$ cat config.mk
export PLATFORM = sky130hd
export DESIGN_NAME = hp_host_port
export DESIGN_NICKNAME = d
export VERILOG_FILES = /design/src/common/hp_pkg.sv /design/src/design/hp_fifo.sv /design/src/design/hp_host_port.sv
export VERILOG_INCLUDE_DIRS = /design/src /design/src/common
export SDC_FILE = /design/constraint.sdc
export NUM_CORES = 1
export LEC_CHECK = 0
export BUFFER_PORTS_ARGS = -buffer_cell sky130_fd_sc_hd__buf_2
export CAP_MARGIN = 0
export CORE_MARGIN = 2
export CORE_UTILIZATION = 50
export DETAILED_ROUTE_END_ITERATION = 16
export GPL_ROUTABILITY_DRIVEN = 0
export PLACE_DENSITY = 0.69
export SLEW_MARGIN = 40
export SYNTH_ARGS = -nofsm -noshare
export SYNTH_HDL_FRONTEND = slang
export SYNTH_SLANG_ARGS = --single-unit
$ cat constraint.sdc
create_clock -name clk -period 22.2 [get_ports clk]
set_clock_uncertainty 0.1 [all_clocks]
set_input_delay 6.66 -clock clk [delete_from_list [all_inputs] [get_ports clk]]
set_output_delay 6.66 -clock clk [all_outputs]
set_load 0.05 [all_outputs]
$ cat src/common/hp_params.svh
// Addresses, field positions and timing counts for the host port block
`ifndef HP_PARAMS_SVH
`define HP_PARAMS_SVH
`define HP_ADDR_PLL 8'h00
`define HP_ADDR_STATUS 8'h01
`define HP_ADDR_MISC 8'h02
`define HP_ADDR_COEF_START 8'h03
`define HP_ADDR_COEF_STOP 8'h04
`define HP_ADDR_COEF_DATA 8'h05
`define HP_ADDR_CH_BASE 8'h68
`define HP_ADDR_OUT_ENA 8'h68
`define HP_ADDR_OUT_FMT 8'h69
`define HP_ADDR_CH_LAST 8'he7
`define HP_ADDR_RES_IQ 8'ha0
`define HP_ADDR_RES_RSSI 8'hac
`define HP_BIT_BYTE_MODE 0
`define HP_BIT_FIR_ENA 1
`define HP_SETTLE_US 200
`define HP_CLK_MHZ 10
`define HP_SETTLE_CYC (`HP_SETTLE_US * `HP_CLK_MHZ)
`define HP_ACC_EDGES 2'h2
`define HP_RST16 16'h0000
`endif

$ cat src/common/hp_pkg.sv
// Types shared by the host port block
package hp_pkg;
    typedef enum logic [1:0] {
        HP_IDLE = 2'b00,
        HP_BUSY = 2'b01,
        HP_DONE = 2'b10,
        HP_HANG = 2'b11
    } hp_acc_t;
    typedef enum logic [1:0] {
        HP_FMT_IQG = 2'b00,
        HP_FMT_PARG = 2'b01,
        HP_FMT_IQ = 2'b10,
        HP_FMT_PAR = 2'b11
    } hp_fmt_t;
    typedef enum logic [1:0] {
        HP_SEQ_IDLE = 2'b00,
        HP_SEQ_WORD = 2'b01,
        HP_SEQ_OVH = 2'b10
    } hp_seq_t;
endpackage

$ cat src/design/hp_fifo.sv
// Small synchronous FIFO with valid/ready on both sides
module hp_fifo #(
    parameter int WIDTH = 16,
    parameter int DEPTH = 4
) (
    input wire logic clk,
    input wire logic rst,
    input wire logic in_valid,
    output logic in_ready,
    input wire logic [WIDTH-1:0] in_data,
    output logic out_valid,
    input wire logic out_ready,
    output logic [WIDTH-1:0] out_data
);
    localparam int AW = $clog2(DEPTH);
    logic [WIDTH-1:0] mem [DEPTH];  // Storage words
    logic [AW-1:0] wptr;  // Write pointer
    logic [AW-1:0] rptr;  // Read pointer
    logic [AW:0] count;  // Fill level
    logic push;
    logic pop;

    // Honest flags straight from the fill level
    assign in_ready = (count != (AW+1)'(DEPTH));
    assign out_valid = (count != '0);
    assign out_data = mem[rptr];
    assign push = in_valid && in_ready;
    assign pop = out_valid && out_ready;

    // Storage write, no reset needed on data
    always_ff @(posedge clk) begin
        if (push) begin
            mem[wptr] <= in_data;
        end
    end

    // Pointers and level
    always_ff @(posedge clk or posedge rst) begin
        if (rst) begin
            wptr <= '0;
            rptr <= '0;
            count <= '0;
        end else begin
            if (push) begin
                wptr <= (wptr == AW'(DEPTH - 1)) ? '0 : wptr + 1'b1;
            end
            if (pop) begin
                rptr <= (rptr == AW'(DEPTH - 1)) ? '0 : rptr + 1'b1;
            end
            count <= count + (AW+1)'(push) - (AW+1)'(pop);
        end
    end
endmodule

$ cat src/design/hp_host_port.sv
// Host microport, result readback and parallel output sequencer
// Summary of operation
// - Per channel read-only latest in-phase sample
// - Per channel read-only latest quadrature sample
// - Strength register updates only while loop runs
// - Style A: ready low during access, high after
// - Style B: acknowledge driven low on completion
// - Unmapped address never completes; bus hangs
// - Held chip select starts another access
// - Byte mode ignores upper data byte
// - Disabled filters: coefficient reads not stored data
// - PLL off by default; settle before channel writes
// - One overhead clock per output cycle
// - Per channel clocks: 3, 2, 2 or 1
// - A channel's words stay on one port
// - Samples pass as two's complement
// - Scan reset low: pins functionally driven
`include "hp_params.svh"
module hp_host_port #(
    parameter int NCH = 6,
    parameter int FIFO_DEPTH = 4,
    parameter int COEF_WORDS = 16
) (
    input wire logic clk,
    input wire logic rst,
    input wire logic host_port_clock,
    input wire logic chip_select_n,
    input wire logic data_strobe_n,
    input wire logic rw_wr_n,
    input wire logic [7:0] addr,
    input wire logic [15:0] data_in,
    output logic [15:0] data_out,
    output logic data_oe,
    output logic transfer_ack_out,
    output logic transfer_ack_oe,
    input wire logic bus_style_b,
    input wire logic scan_reset_n,
    output logic scan_owns_pins,
    input wire logic [NCH*16-1:0] ch_i,
    input wire logic [NCH*16-1:0] ch_q,
    input wire logic [NCH-1:0] ch_iq_valid,
    input wire logic [NCH*12-1:0] ch_strength,
    input wire logic [NCH-1:0] ch_strength_valid,
    input wire logic [NCH-1:0] ch_loop_run,
    input wire logic frame_start,
    output logic [15:0] port_data,
    output logic port_valid,
    input wire logic port_ready,
    output logic pll_settled
);
    localparam int CW = $clog2(COEF_WORDS);
    localparam logic [11:0] SETTLE_CYC = 12'(`HP_SETTLE_CYC);

    // Two-stage synchronisers for every pin input
    logic [29:0] sync1;  // First stage, read only by sync2
    logic [29:0] sync2;  // Second stage, safe to use
    always_ff @(posedge clk or posedge rst) begin
        if (rst) begin
            sync1 <= '1;
            sync2 <= '1;
        end else begin
            sync1 <= {host_port_clock, chip_select_n, data_strobe_n, rw_wr_n,
                      addr, data_in, bus_style_b, scan_reset_n};
            sync2 <= sync1;
        end
    end
    logic hclk_s;
    logic cs_n_s;
    logic ds_n_s;
    logic rw_n_s;
    logic [7:0] addr_s;
    logic [15:0] din_s;
    logic style_b_s;
    logic scan_rst_n_s;
    assign {hclk_s, cs_n_s, ds_n_s, rw_n_s, addr_s, din_s, style_b_s,
            scan_rst_n_s} = sync2;

    // Host clock edge finder on the synchronised copy
    logic hclk_d;
    logic hedge;
    always_ff @(posedge clk or posedge rst) begin
        if (rst) begin
            // Matches the synchroniser's reset level, so no false edge
            hclk_d <= 1'b1;
        end else begin
            hclk_d <= hclk_s;
        end
    end
    assign hedge = hclk_s && !hclk_d;

    // Access request decode; style A has separate read and write strobes
    logic req;
    logic is_wr;
    assign req = !cs_n_s && (!ds_n_s || (!style_b_s && !rw_n_s));
    assign is_wr = !rw_n_s;

    // Programmable state
    logic [15:0] pll_cfg;  // Multiplier/divider, zero means off
    logic [15:0] misc;  // Byte mode and filter enable
    logic [CW-1:0] coef_start;
    logic [CW-1:0] coef_stop;
    logic [CW-1:0] coef_ptr;  // Current coefficient RAM address
    logic [15:0] coef_ram [COEF_WORDS];
    logic [15:0] out_ena;  // Channel enables for the output port
    logic [15:0] out_fmt;  // Two format bits per channel
    logic [11:0] settle_cnt;

    // Result registers
    logic [15:0] res_i [NCH];
    logic [15:0] res_q [NCH];
    logic [11:0] res_rssi [NCH];

    // Capture of per-channel results, one slice per channel
    genvar g;
    generate
        for (g = 0; g < NCH; g++) begin : g_res
            always_ff @(posedge clk or posedge rst) begin
                if (rst) begin
                    res_i[g] <= `HP_RST16;
                    res_q[g] <= `HP_RST16;
                    res_rssi[g] <= '0;
                end else begin
                    // Datapath samples land even with the loop bypassed
                    if (ch_iq_valid[g]) begin
                        res_i[g] <= ch_i[g*16 +: 16];
                        res_q[g] <= ch_q[g*16 +: 16];
                    end
                    // Strength holds unless the loop is running
                    if (ch_strength_valid[g] && ch_loop_run[g]) begin
                        res_rssi[g] <= ch_strength[g*12 +: 12];
                    end
                end
            end
        end
    endgenerate

    // Address map check; anything else is left hanging
    logic mapped;
    logic is_res;
    always_comb begin
        mapped = 1'b0;
        is_res = 1'b0;
        case (addr_s)
            `HP_ADDR_PLL, `HP_ADDR_STATUS, `HP_ADDR_MISC, `HP_ADDR_COEF_START,
            `HP_ADDR_COEF_STOP, `HP_ADDR_COEF_DATA, `HP_ADDR_OUT_ENA,
            `HP_ADDR_OUT_FMT: begin
                mapped = 1'b1;
            end
            default: begin
                if (addr_s >= `HP_ADDR_RES_IQ
                    && addr_s < `HP_ADDR_RES_RSSI + 8'(NCH)) begin
                    mapped = 1'b1;
                    is_res = 1'b1;
                end
            end
        endcase
    end

    // Read mux
    logic [15:0] rd_val;
    logic [7:0] roff;
    assign roff = addr_s - `HP_ADDR_RES_IQ;
    always_comb begin
        rd_val = '0;
        case (addr_s)
            `HP_ADDR_PLL: rd_val = pll_cfg;
            `HP_ADDR_STATUS: rd_val = {15'h0000, pll_settled};
            `HP_ADDR_MISC: rd_val = misc;
            `HP_ADDR_COEF_START: rd_val = 16'(coef_start);
            `HP_ADDR_COEF_STOP: rd_val = 16'(coef_stop);
            // Stopped RAM clock means nothing stored comes back
            `HP_ADDR_COEF_DATA: rd_val = misc[`HP_BIT_FIR_ENA] ?
                coef_ram[coef_ptr] : '0;
            `HP_ADDR_OUT_ENA: rd_val = out_ena;
            `HP_ADDR_OUT_FMT: rd_val = out_fmt;
            default: begin
                if (addr_s >= `HP_ADDR_RES_RSSI) begin
                    rd_val = {4'h0, res_rssi[3'(addr_s - `HP_ADDR_RES_RSSI)]};
                end else if (is_res) begin
                    rd_val = roff[0] ? res_q[3'(roff[7:1])] : res_i[3'(roff[7:1])];
                end
            end
        endcase
    end

    // Access state machine, paced by host clock edges
    hp_pkg::hp_acc_t acc;
    logic [1:0] acc_cnt;
    logic wr_fire;
    always_ff @(posedge clk or posedge rst) begin
        if (rst) begin
            acc <= hp_pkg::HP_IDLE;
            acc_cnt <= '0;
        end else begin
            case (acc)
                hp_pkg::HP_IDLE: begin
                    if (hedge && req) begin
                        acc <= mapped ? hp_pkg::HP_BUSY : hp_pkg::HP_HANG;
                        acc_cnt <= '0;
                    end
                end
                hp_pkg::HP_BUSY: begin
                    // Select released early abandons the access
                    if (cs_n_s) begin
                        acc <= hp_pkg::HP_IDLE;
                    end else if (hedge) begin
                        acc_cnt <= acc_cnt + 1'b1;
                        if (acc_cnt == `HP_ACC_EDGES - 2'h1) begin
                            acc <= hp_pkg::HP_DONE;
                        end
                    end
                end
                hp_pkg::HP_DONE: begin
                    if (cs_n_s) begin
                        acc <= hp_pkg::HP_IDLE;
                    end else if (hedge) begin
                        // Select still low: a fresh access begins
                        acc <= hp_pkg::HP_BUSY;
                        acc_cnt <= '0;
                    end
                end
                hp_pkg::HP_HANG: begin
                    // No acknowledge ever; only releasing select frees it
                    if (cs_n_s) begin
                        acc <= hp_pkg::HP_IDLE;
                    end
                end
                default: acc <= hp_pkg::HP_IDLE;
            endcase
        end
    end
    assign wr_fire = (acc == hp_pkg::HP_BUSY) && !cs_n_s && hedge
        && (acc_cnt == `HP_ACC_EDGES - 2'h1);

    // Write data; byte mode drops the upper lane
    logic [15:0] wdata;
    logic ch_locked;
    assign wdata = misc[`HP_BIT_BYTE_MODE] ? {8'h00, din_s[7:0]} : din_s;
    assign ch_locked = !pll_settled && addr_s >= `HP_ADDR_CH_BASE
        && addr_s <= `HP_ADDR_CH_LAST;

    // Register writes; result addresses complete but store nothing
    always_ff @(posedge clk or posedge rst) begin
        if (rst) begin
            pll_cfg <= `HP_RST16;
            misc <= `HP_RST16;
            coef_start <= '0;
            coef_stop <= '0;
            out_ena <= `HP_RST16;
            out_fmt <= `HP_RST16;
        end else if (wr_fire && is_wr && !ch_locked) begin
            case (addr_s)
                `HP_ADDR_PLL: pll_cfg <= wdata;
                `HP_ADDR_MISC: misc <= wdata;
                `HP_ADDR_COEF_START: coef_start <= wdata[CW-1:0];
                `HP_ADDR_COEF_STOP: coef_stop <= wdata[CW-1:0];
                `HP_ADDR_OUT_ENA: out_ena <= wdata;
                `HP_ADDR_OUT_FMT: out_fmt <= wdata;
                default: ;
            endcase
        end
    end

    // Coefficient RAM, pointer steps on every completed data access
    always_ff @(posedge clk) begin
        if (wr_fire && is_wr && addr_s == `HP_ADDR_COEF_DATA
            && misc[`HP_BIT_FIR_ENA]) begin
            coef_ram[coef_ptr] <= wdata;
        end
    end
    always_ff @(posedge clk or posedge rst) begin
        if (rst) begin
            coef_ptr <= '0;
        end else if (wr_fire && addr_s == `HP_ADDR_COEF_START && is_wr) begin
            coef_ptr <= wdata[CW-1:0];
        end else if (wr_fire && addr_s == `HP_ADDR_COEF_DATA) begin
            // Repeat accesses land on the next address
            coef_ptr <= (coef_ptr == coef_stop) ? coef_start : coef_ptr + 1'b1;
        end
    end

    // PLL settle timer, starts once a nonzero setting is written
    always_ff @(posedge clk or posedge rst) begin
        if (rst) begin
            settle_cnt <= '0;
            pll_settled <= 1'b0;
        end else if (pll_cfg == `HP_RST16) begin
            settle_cnt <= '0;
            pll_settled <= 1'b0;
        end else if (settle_cnt == SETTLE_CYC - 12'h001) begin
            pll_settled <= 1'b1;
        end else begin
            settle_cnt <= settle_cnt + 12'h001;
        end
    end

    // Read data held from completion until the next access completes
    always_ff @(posedge clk or posedge rst) begin
        if (rst) begin
            data_out <= '0;
        end else if (wr_fire) begin
            data_out <= rd_val;
        end
    end

    // Pin drive: scan logic owns the pins only when its reset is high
    logic func;
    assign func = !scan_rst_n_s;
    assign scan_owns_pins = scan_rst_n_s;
    assign data_oe = func && acc == hp_pkg::HP_DONE && !is_wr && !style_b_s
        ? 1'b1 : func && acc == hp_pkg::HP_DONE && !is_wr && rw_n_s;
    assign transfer_ack_out = 1'b0;
    // Style A pulls low while busy; style B pulls low once done
    assign transfer_ack_oe = func && (style_b_s ? acc == hp_pkg::HP_DONE
        : (acc == hp_pkg::HP_BUSY || acc == hp_pkg::HP_HANG));

    // Output sequencer: words per channel from its format, then overhead
    hp_pkg::hp_seq_t seq;
    logic [NCH-1:0] pend;  // Channels still to send this cycle
    logic [2:0] cur;  // Lowest pending channel
    logic [1:0] widx;
    logic [1:0] nwords;
    hp_pkg::hp_fmt_t fmt;
    logic [15:0] word;
    logic f_ready;
    logic f_push;
    always_comb begin
        cur = '0;
        for (int k = NCH - 1; k >= 0; k--) begin
            if (pend[k]) begin
                cur = 3'(k);
            end
        end
    end
    assign fmt = hp_pkg::hp_fmt_t'(out_fmt[cur*2 +: 2]);
    // Word count per channel and the word in each slot
    always_comb begin
        nwords = 2'h2;
        word = res_i[cur];
        case (fmt)
            hp_pkg::HP_FMT_IQG: begin
                nwords = 2'h3;
                word = widx == 2'h0 ? res_i[cur] : widx == 2'h1 ? res_q[cur]
                    : {4'h0, res_rssi[cur]};
            end
            hp_pkg::HP_FMT_PARG: begin
                word = widx == 2'h0 ? {res_i[cur][15:8], res_q[cur][15:8]}
                    : {4'h0, res_rssi[cur]};
            end
            hp_pkg::HP_FMT_IQ: begin
                word = widx == 2'h0 ? res_i[cur] : res_q[cur];
            end
            hp_pkg::HP_FMT_PAR: begin
                nwords = 2'h1;
                word = {res_i[cur][15:8], res_q[cur][15:8]};
            end
            default: ;
        endcase
    end
    assign f_push = (seq == hp_pkg::HP_SEQ_WORD);
    // Sequencer stalls while the FIFO is full
    always_ff @(posedge clk or posedge rst) begin
        if (rst) begin
            seq <= hp_pkg::HP_SEQ_IDLE;
            pend <= '0;
            widx <= '0;
        end else begin
            case (seq)
                hp_pkg::HP_SEQ_IDLE: begin
                    if (frame_start && out_ena[NCH-1:0] != '0) begin
                        pend <= out_ena[NCH-1:0];
                        widx <= '0;
                        seq <= hp_pkg::HP_SEQ_WORD;
                    end
                end
                hp_pkg::HP_SEQ_WORD: begin
                    if (f_ready) begin
                        if (widx == nwords - 2'h1) begin
                            // All of one channel's words before the next
                            widx <= '0;
                            pend[cur] <= 1'b0;
                            if ((pend & ~(NCH'(1) << cur)) == '0) begin
                                seq <= hp_pkg::HP_SEQ_OVH;
                            end
                        end else begin
                            widx <= widx + 2'h1;
                        end
                    end
                end
                hp_pkg::HP_SEQ_OVH: begin
                    seq <= hp_pkg::HP_SEQ_IDLE;
                end
                default: seq <= hp_pkg::HP_SEQ_IDLE;
            endcase
        end
    end

    // Output buffer toward the parallel port
    hp_fifo #(
        .WIDTH(16),
        .DEPTH(FIFO_DEPTH)
    ) u_fifo (
        .clk(clk),
        .rst(rst),
        .in_valid(f_push),
        .in_ready(f_ready),
        .in_data(word),
        .out_valid(port_valid),
        .out_ready(port_ready),
        .out_data(port_data)
    );
endmodule

==> results of run 1 <==
## routing by layer
layer | track usage | wire length, µm | up-vias
li1 | - | - | 10180
met1 | 0.3879 | 40000 | 12230
met2 | 0.4922 | 51970 | 1400
met3 | 0.06592 | 10280 | 266
met4 | 0.1345 | 5080 | 10
met5 | 0 | 57 | -
## cells in the mapped netlist (all sizes together) (5+ instances only)
| library cell | number | area [µm²] |
|---|---|---|
| dfrtp | 390 | 9759 |
| edfxtp | 320 | 9609 |
| mux2 | 309 | 3480 |
| nand2 | 291 | 1102 |
| nor2 | 129 | 484.2 |
| mux2i | 124 | 1241 |
| mux4 | 111 | 2500 |
| clkbuf | 110 | 412.9 |
| o21ai | 88 | 440.4 |
| a21oi | 75 | 375.4 |
| dfstp | 61 | 1603 |
| buf | 53 | 252.7 |
| nand3 | 42 | 210.2 |
| inv | 41 | 156.4 |
| a211oi | 38 | 290.3 |
| o22ai | 35 | 225.2 |
| nor3 | 26 | 130.1 |
| o221ai | 20 | 175.2 |
| a22o | 17 | 148.9 |
| a31oi | 17 | 106.4 |
| ha | 16 | 200.2 |
| and3 | 15 | 93.84 |
| nand2b | 15 | 93.84 |
| and2 | 14 | 87.58 |
| a221oi | 13 | 113.9 |
| a32oi | 10 | 87.58 |
| nand4 | 10 | 62.56 |
| a2111oi | 9 | 78.83 |
| xnor2 | 9 | 78.83 |
| xor2 | 9 | 78.83 |
| o211ai | 8 | 65.06 |
| nor2b | 7 | 43.79 |
| or2 | 7 | 46.29 |
| or3 | 7 | 43.79 |
| a211o | 6 | 52.55 |
| nor3b | 6 | 50.05 |
| nor4 | 6 | 37.54 |
| a21o | 5 | 37.54 |
| a22oi | 5 | 37.54 |
## final cells by class
cell class | count | area [µm²] | area share
clock buffers | 97 | 2148 | 0.05343
diodes | 13 | 32.53 | 0.0008091
flip-flops and latches | 771 | 20990 | 0.5220
repair buffers | 398 | 2198 | 0.05468
well taps | 931 | 1165 | 0.02897
clock inverters | 50 | 508.0 | 0.01263
multi-input cells | 1563 | 13000 | 0.3234
inverters | 41 | 163.9 | 0.004077
## kinds of logic (layout without fill, tap and decap cells)
logic type                 count (synthesis)  count (layout)  synth area share
other                                      1              14         0.0001081
adders and majority gates                 17              17          0.006350
buffers and inverters                    204             586           0.02371
muxes                                    544             544            0.2082
DFF                                      771             771            0.6048
AOI/OAI and AO/OA                        393             393           0.07700
and+or+nand+nor                          590             590           0.07530
xor gates and xnor gates                  18              18          0.004547
## registers in the layout (all words and copies together), names as in the netlist, 6 cells and up
register,cells
coef_ram,256
data_out,16
misc,16
out_ena,16
out_fmt,16
pend,6
pll_cfg,16
res_i,96
res_q,96
res_rssi,72
settle_cnt,12
sync1,30
sync2,30
u_fifo.mem,64
## path summary, 6_finish.rpt
check | depth (start not counted) | to
min reg2reg | 0 | sync2[21]
min in group asynchronous | 2 | res_i[58]
min | 0 | sync2[21]
max in group asynchronous | 5 | res_rssi[23]
max reg2reg | 6 | coef_ram[11][10]
max | 2 | port_data[12]
## per-stage QoR
| stage | area [µm²] | util | worst slack [ns] | std cells |
|---|---|---|---|---|
| floorplan | 34680 | - | 2.971 | 2538 |
| global placement | 37310 | 0.5439 | 12.15 | 3692 |
| detailed placement | 37490 | 0.5466 | 13.02 | 3702 |
| CTS | 40140 | 0.5853 | 13.13 | 3849 |
| global route | 40200 | 0.5861 | 13.09 | 3860 |
| finish | 40210 | 0.5862 | 13.19 | 3864 |
## power by group
group / internal (mW) / total [mW] / switching [mW]
Clock: 0.759 / 1.35 / 0.589
Sequential: 1.59 / 1.69 / 0.106
Combinational: 0.222 / 0.602 / 0.380
Total: 2.57 / 3.64 / 1.07
## critical path, stage by stage (launching register included)
cell and delay, ns:
dfrtp_2 0.76, mux4_2 0.60, buf_2 0.23
## placed cells by master, fill, tap and decap left out, drive strengths merged, types with 42 or more instances in the layout
| master | instances |
|---|---|
| clkbuf | 97 |
| nor2 | 129 |
| dfrtp | 390 |
| buf | 398 |
| mux4 | 111 |
| mux2 | 309 |
| o21ai | 88 |
| a21oi | 75 |
| mux2i | 124 |
| edfxtp | 320 |
| nand2 | 291 |
| inv | 45 |
| nand3 | 42 |
| dfstp | 61 |
==> results.rst, run 1 <==
.. list-table::
   :header-rows: 1

   * - Metric
     - Value
   * - Synth unique cells
     - 83
   * - FF+latch count, synth
     - 771
   * - Slew headroom
     - 0.4299
   * - Total wirelength of the detailed-routed design
     - 107.4 mm
   * - Synthesized area per cell
     - 13.66 µm²
   * - Via count of the first global-routing pass
     - 24210
   * - Launch point of the critical path
     - u_fifo.rptr[0]
   * - Initial core utilization
     - 0.5056
   * - Insertion delay to the later sink of the worst-skew pair
     - 0.66 ns
   * - Startpoint of the worst-slack reg-to-reg timing path
     - sync2[19]
   * - Category of the worst setup path launch point
     - flip-flop
   * - Endpoints failing hold
     - 0
   * - P per Cell Area
     - 90.60 nW/µm²
   * - Layout area overhead
     - 15.95%
   * - Number of fill cells
     - 5317
   * - Via-per-instance ratio
     - 6.231
   * - Count of input and output buffers
     - 352
   * - Quantity of gates resized following cts
     - 0
   * - Clock tree buffer depth
     - 3
   * - Number of antenna violations at the first check in global routing
     - 22
   * - Post-CTS clock slew at the launch and capture registers of the worst setup and hold paths
     - 0.06 ns
   * - Result of the run
     - finished clean
   * - Fraction of final layout cells sized beyond drive strength 1
     - 0.3606
   * - Area of the die
     - 71480 µm²
   * - Max Freq
     - 111.0 MHz
   * - Nets
     - 3188
   * - Number of synthesized flops with an enable pin
     - 320
   * - Required time at the worst-slack endpoint
     - 15.44 ns
   * - Vias
     - 24080
   * - Average wire per standard cell
     - 27.79 µm
   * - Max Fanout on Critical Path
     - 19
   * - Worst vdd rail ir drop
     - 107.6 µV
   * - Critical hold path startpoint
     - sync1[21]
   * - Yosys warning total
     - 0
   * - Num ports
     - 354
   * - Reg-to-reg slack, setup
     - 17.88 ns
   * - Critical Setup Path Class
     - flip-flop to output pin
   * - Post-layout total power
     - 3.643 mW
   * - Hold-fix buffers, CTS
     - 0
   * - Max-capacitance violation count
     - 0
   * - Worst-case hold slack
     - 0.2525 ns
   * - Setup violation total in the final timing report
     - 0
   * - Violation count after the first detailed-routing iteration
     - 2802
   * - Post-detailed-placement half-perimeter wirelength
     - 75.41 mm
   * - Post-Route Setup TNS
     - 0 ns
   * - Arrival time of data at the critical path endpoint
     - 2.25 ns
   * - Die Span X
     - 267.4 µm
   * - Fraction of registers with async set/reset
     - 0.5850
   * - Gr usage total
     - 0.3014
   * - Number of buffers inserted during clock tree synthesis
     - 80
   * - Most common flop cell mapped by yosys
     - dfrtp_1
   * - Crit. End Element
     - output pin
   * - Post-Synthesis Net Count
     - 2871
   * - Die height
     - 267.4 µm
   * - Combined area of all synthesized cells
     - 34680 µm²
   * - Number of buffers added for setup after CTS
     - 0
   * - First-pass DRT Iterations
     - 12
   * - Unrepaired setup endpoints after global routing
     - false
   * - Static power due to leakage
     - 16.17 nW
   * - Clock period minus final worst setup slack
     - 9.012 ns
   * - Std cell rows
     - 96
   * - Clk Tree Root Cell
     - clkbuf_16
   * - Path class of the lowest-slack min-delay path
     - flip-flop to flip-flop
   * - Maximum number of pins on one net before global-route repair
     - 87
   * - Global-route congestion overflow total
     - 0
   * - DRC
     - 0
   * - Count of clock tree sinks
     - 771
   * - Transition time at the pin with the least slew margin
     - 0.8552 ns
   * - Portion of the post-synthesis area used by sequential elements
     - 0.6048
   * - Mapped Cells
     - 2538
   * - Clock tree from TritonCTS
     - done
   * - Core footprint
     - 68590 µm²
   * - Number of pins exceeding their max-slew limit in the final report
     - 0
   * - Post-detailed-route count of antenna-violating nets
     - 0
   * - Period utilization
     - 0.4060
   * - H-tree lvl count
     - 3
   * - Wire length of the first global-routing pass
     - 156.8 mm
Note: power is estimated with default switching activity, not from simulation.
==> run 2, diff against run 1 <==
--- a/config.mk
+++ b/config.mk
@@ -6,6 +6,7 @@
 export SDC_FILE = /design/constraint.sdc
 export NUM_CORES = 1
 export LEC_CHECK = 0
+export ABC_AREA = 1
 export BUFFER_PORTS_ARGS = -buffer_cell sky130_fd_sc_hd__buf_2
 export CAP_MARGIN = 0
 export CORE_MARGIN = 2
==> constraint.sdc (replaced) <==
create_clock -name clk -period 9.45 [get_ports clk]
set_clock_uncertainty 0.1 [all_clocks]
set_input_delay 2.835 -clock clk [delete_from_list [all_inputs] [get_ports clk]]
set_output_delay 2.835 -clock clk [all_outputs]
set_load 0.05 [all_outputs]
==> results.rst, run 2 <==
.. list-table::
   :header-rows: 1

   * - Metric
     - Value
   * - Core footprint
     - 68830 µm²
   * - Number of buffers inserted during clock tree synthesis
     - 82
   * - P per Cell Area
     - 220.0 nW/µm²
   * - Layout area overhead
     - 15.78%
   * - Std cell rows
     - 96
   * - Net switching component of the power
     - 2.678 mW
   * - Number of antenna violations at the first check in global routing
     - 2
   * - Most area-hungry cell type in the Yosys netlist
     - dfrtp_1
   * - Result of the run
     - finished clean
   * - Violation count after the first detailed-routing iteration
     - 4153
   * - Static power due to leakage
     - 17.29 nW
   * - Critical Setup Path Class
     - flip-flop to output pin
   * - Clock period minus final worst setup slack
     - 5.391 ns
   * - Fraction of final layout cells sized beyond drive strength 1
     - 0.1835
   * - Combined area of all synthesized cells
     - 34850 µm²
   * - Via count of the first global-routing pass
     - 27160
   * - Gr usage total
     - 0.3253
   * - Global-route congestion overflow total
     - 0
   * - Post-Route Setup TNS
     - 0 ns
   * - Reg-to-reg slack, setup
     - 5.09 ns
   * - R2r endpoint
     - data_out[7]
   * - Category of the worst setup path launch point
     - flip-flop
   * - Most common flop cell mapped by yosys
     - dfrtp_1
   * - Cell Area, Placed
     - 37430 µm²
   * - Insertion delay to the later sink of the worst-skew pair
     - 0.65 ns
   * - Required time at the worst-slack endpoint
     - 6.52 ns
   * - Mapped Cells
     - 3660
   * - Combinational fraction of design power
     - 0.169
   * - Number of synthesized flops with an enable pin
     - 320
   * - Die height
     - 268.0 µm
   * - Wire length of the first global-routing pass
     - 172.0 mm
   * - Startpoint of the worst-slack reg-to-reg timing path
     - sync2[19]
   * - Max Freq
     - 185.5 MHz
   * - Largest registers in the final layout
     - coef_ram (256), res_i (96), res_q (96)
   * - Clock tree buffer depth
     - 3
   * - Endpoints failing hold
     - 0
   * - Crit. End Element
     - output pin
   * - Area share of the largest cell type after synthesis
     - 0.2801
   * - Transition time at the pin with the least slew margin
     - 0.8872 ns
   * - Maximum number of pins on one net before global-route repair
     - 142
   * - Post-detailed-placement half-perimeter wirelength
     - 80.94 mm
   * - Slew headroom
     - 0.4023
   * - Length in cells of the worst reg-to-reg path
     - 10
   * - Yosys warning total
     - 0
   * - H-tree lvl count
     - 3
   * - Post-Synthesis Net Count
     - 3993
   * - Clk Tree Root Cell
     - clkbuf_16
   * - Library cell with the highest instance count after synthesis
     - nand2_1
   * - First-pass DRT Iterations
     - 6
   * - Clk network pwr share
     - 0.381
   * - Initial core utilization
     - 0.5063
   * - Portion of the post-synthesis area used by sequential elements
     - 0.6018
   * - Total wirelength of the detailed-routed design
     - 117.5 mm
   * - Arrival time of data at the critical path endpoint
     - 2.46 ns
   * - DRC
     - 0
   * - Unrepaired setup endpoints after global routing
     - false
   * - Worst setup path endpoint
     - port_data[6]
   * - Period utilization
     - 0.5704
   * - Fraction of registers with async set/reset
     - 0.5850
   * - Synth unique cells
     - 53
   * - Nets
     - 4281
   * - Average wire per standard cell
     - 23.75 µm
   * - Final instance area
     - 40340 µm²
   * - Number of pins exceeding their max-slew limit in the final report
     - 0
   * - FF+latch count, synth
     - 771
   * - Post-detailed-route count of antenna-violating nets
     - 0
   * - Launch point of the critical path
     - u_fifo.rptr[1]
   * - Vias
     - 29230
   * - Max-capacitance violation count
     - 0
   * - Switching portion of total power
     - 0.3017
   * - Hold-fix buffers, CTS
     - 0
   * - Number of buffers added for setup after CTS
     - 0
   * - Flip-flop count of the largest register after layout
     - 256
   * - Max Fanout on Critical Path
     - 18
   * - Path class of the lowest-slack min-delay path
     - flip-flop to flip-flop
   * - Post-CTS clock slew at the launch and capture registers of the worst setup and hold paths
     - 0.06 ns
   * - Biggest register
     - coef_ram
   * - Worst vdd rail ir drop
     - 152.8 µV
   * - Most frequent cells in the layout
     - 629 x nand2_1, 584 x o21ai_0, 388 x dfrtp_1, 357 x inv_1, 348 x buf_2
   * - Leading cell types by total area after synthesis
     - dfrtp_1 28%, edfxtp_1 28%, o21ai_0 8.4%
   * - Count of clock tree sinks
     - 771
   * - Num ports
     - 354
   * - Area of the die
     - 71820 µm²
   * - Count of input and output buffers
     - 352
   * - Clock tree from TritonCTS
     - done
   * - Internal Dissipation
     - 6.198 mW
   * - Via-per-instance ratio
     - 5.905
   * - Synthesized area per cell
     - 9.521 µm²
   * - Setup violation total in the final timing report
     - 0
   * - Relative contribution of sequential cells to total power
     - 0.450
   * - Die Span X
     - 268.0 µm
   * - Synth cell count leaders
     - 631 x nand2_1, 584 x o21ai_0, 390 x dfrtp_1
   * - Most common library cell in the layout ignoring fill and taps
     - nand2_1
   * - Quantity of gates resized following cts
     - 0
[run 2: layer usage]
metal  GRT usage  wire length (µm)  up-vias
li1            -                 -    13100
met1      0.4664             47730    14000
met2      0.4654             49880     1842
met3     0.08898             14460      284
met4      0.1403              5451        4
met5           0                27        -
[run 2: worst max-delay path, stage by stage, from the launching register on]
cell and delay [ns]:
dfrtp_1 0.61, inv_1 0.53, o21ai_0 0.19, o22ai_1 0.18
buf_2 0.30
[run 2: how the worst min path moves through the flow]
stage,depth (start not counted),startpoint,end,slack (ns)
CTS,0,sync1[10],sync2[10],0.24
detailed placement,0,sync1[19],sync2[19],0.25
global placement,0,sync1[15],sync2[15],0.25
finish,0,sync1[10],sync2[10],0.24
floorplan,0,sync1[0],sync2[0],0.25
global route,0,sync1[10],sync2[10],0.25
[run 2: through the flow]
step / utilization / setup slack (ns) / hold slack, ns / power (mW) / std cells
after detailed placement: 0.5438 / 4.643 / 0.2468 / 5.523 / 4794
after CTS: 0.5854 / 4.018 / 0.2419 / 8.873 / 4947
final: 0.5862 / 4.059 / 0.2410 / 8.876 / 4949
after global placement: 0.5432 / 4.139 / 0.2454 / 5.485 / 4794
after floorplan: - / 0.4657 / 0.2452 / 4.958 / 3660
after global routing: 0.5862 / 3.910 / 0.2492 / 9.186 / 4948
[run 2: cell families after synthesis]
kind of cell | Yosys count | synth area share
compound gates | 1075 | 0.1728
other cells | 1 | 0.0001076
xor+xnor | 9 | 0.002262
mux | 47 | 0.01519
buf+inv | 587 | 0.06617
fa+ha+maj | 17 | 0.006319
simple gates | 1153 | 0.1353
flops | 771 | 0.6018
[run 2: layout make-up]
cell class                      instances  area (µm²)
Clock buffer                          110        2332
Timing Repair Buffer                  414        2288
Antenna cell                            1       2.502
Sequential cell                       771       20980
Inverter                              377        1420
Multi-Input combinational cell       2302       11630
Clock inverter                         43       528.0
Tap cell                              931        1165
Fill cell                            5948       28480
[run 2: power by group through the flow]
stage | clock network, mW | registers, mW | logic, mW
2_1_floorplan | 0 | 4.01 | 0.952
3_3_place_gp | 0 | 4.05 | 1.44
3_5_place_dp | 0 | 4.05 | 1.47
4_1_cts | 3.41 | 3.99 | 1.48
5_1_grt | 3.54 | 4.02 | 1.63
6_report | 3.38 | 3.99 | 1.50
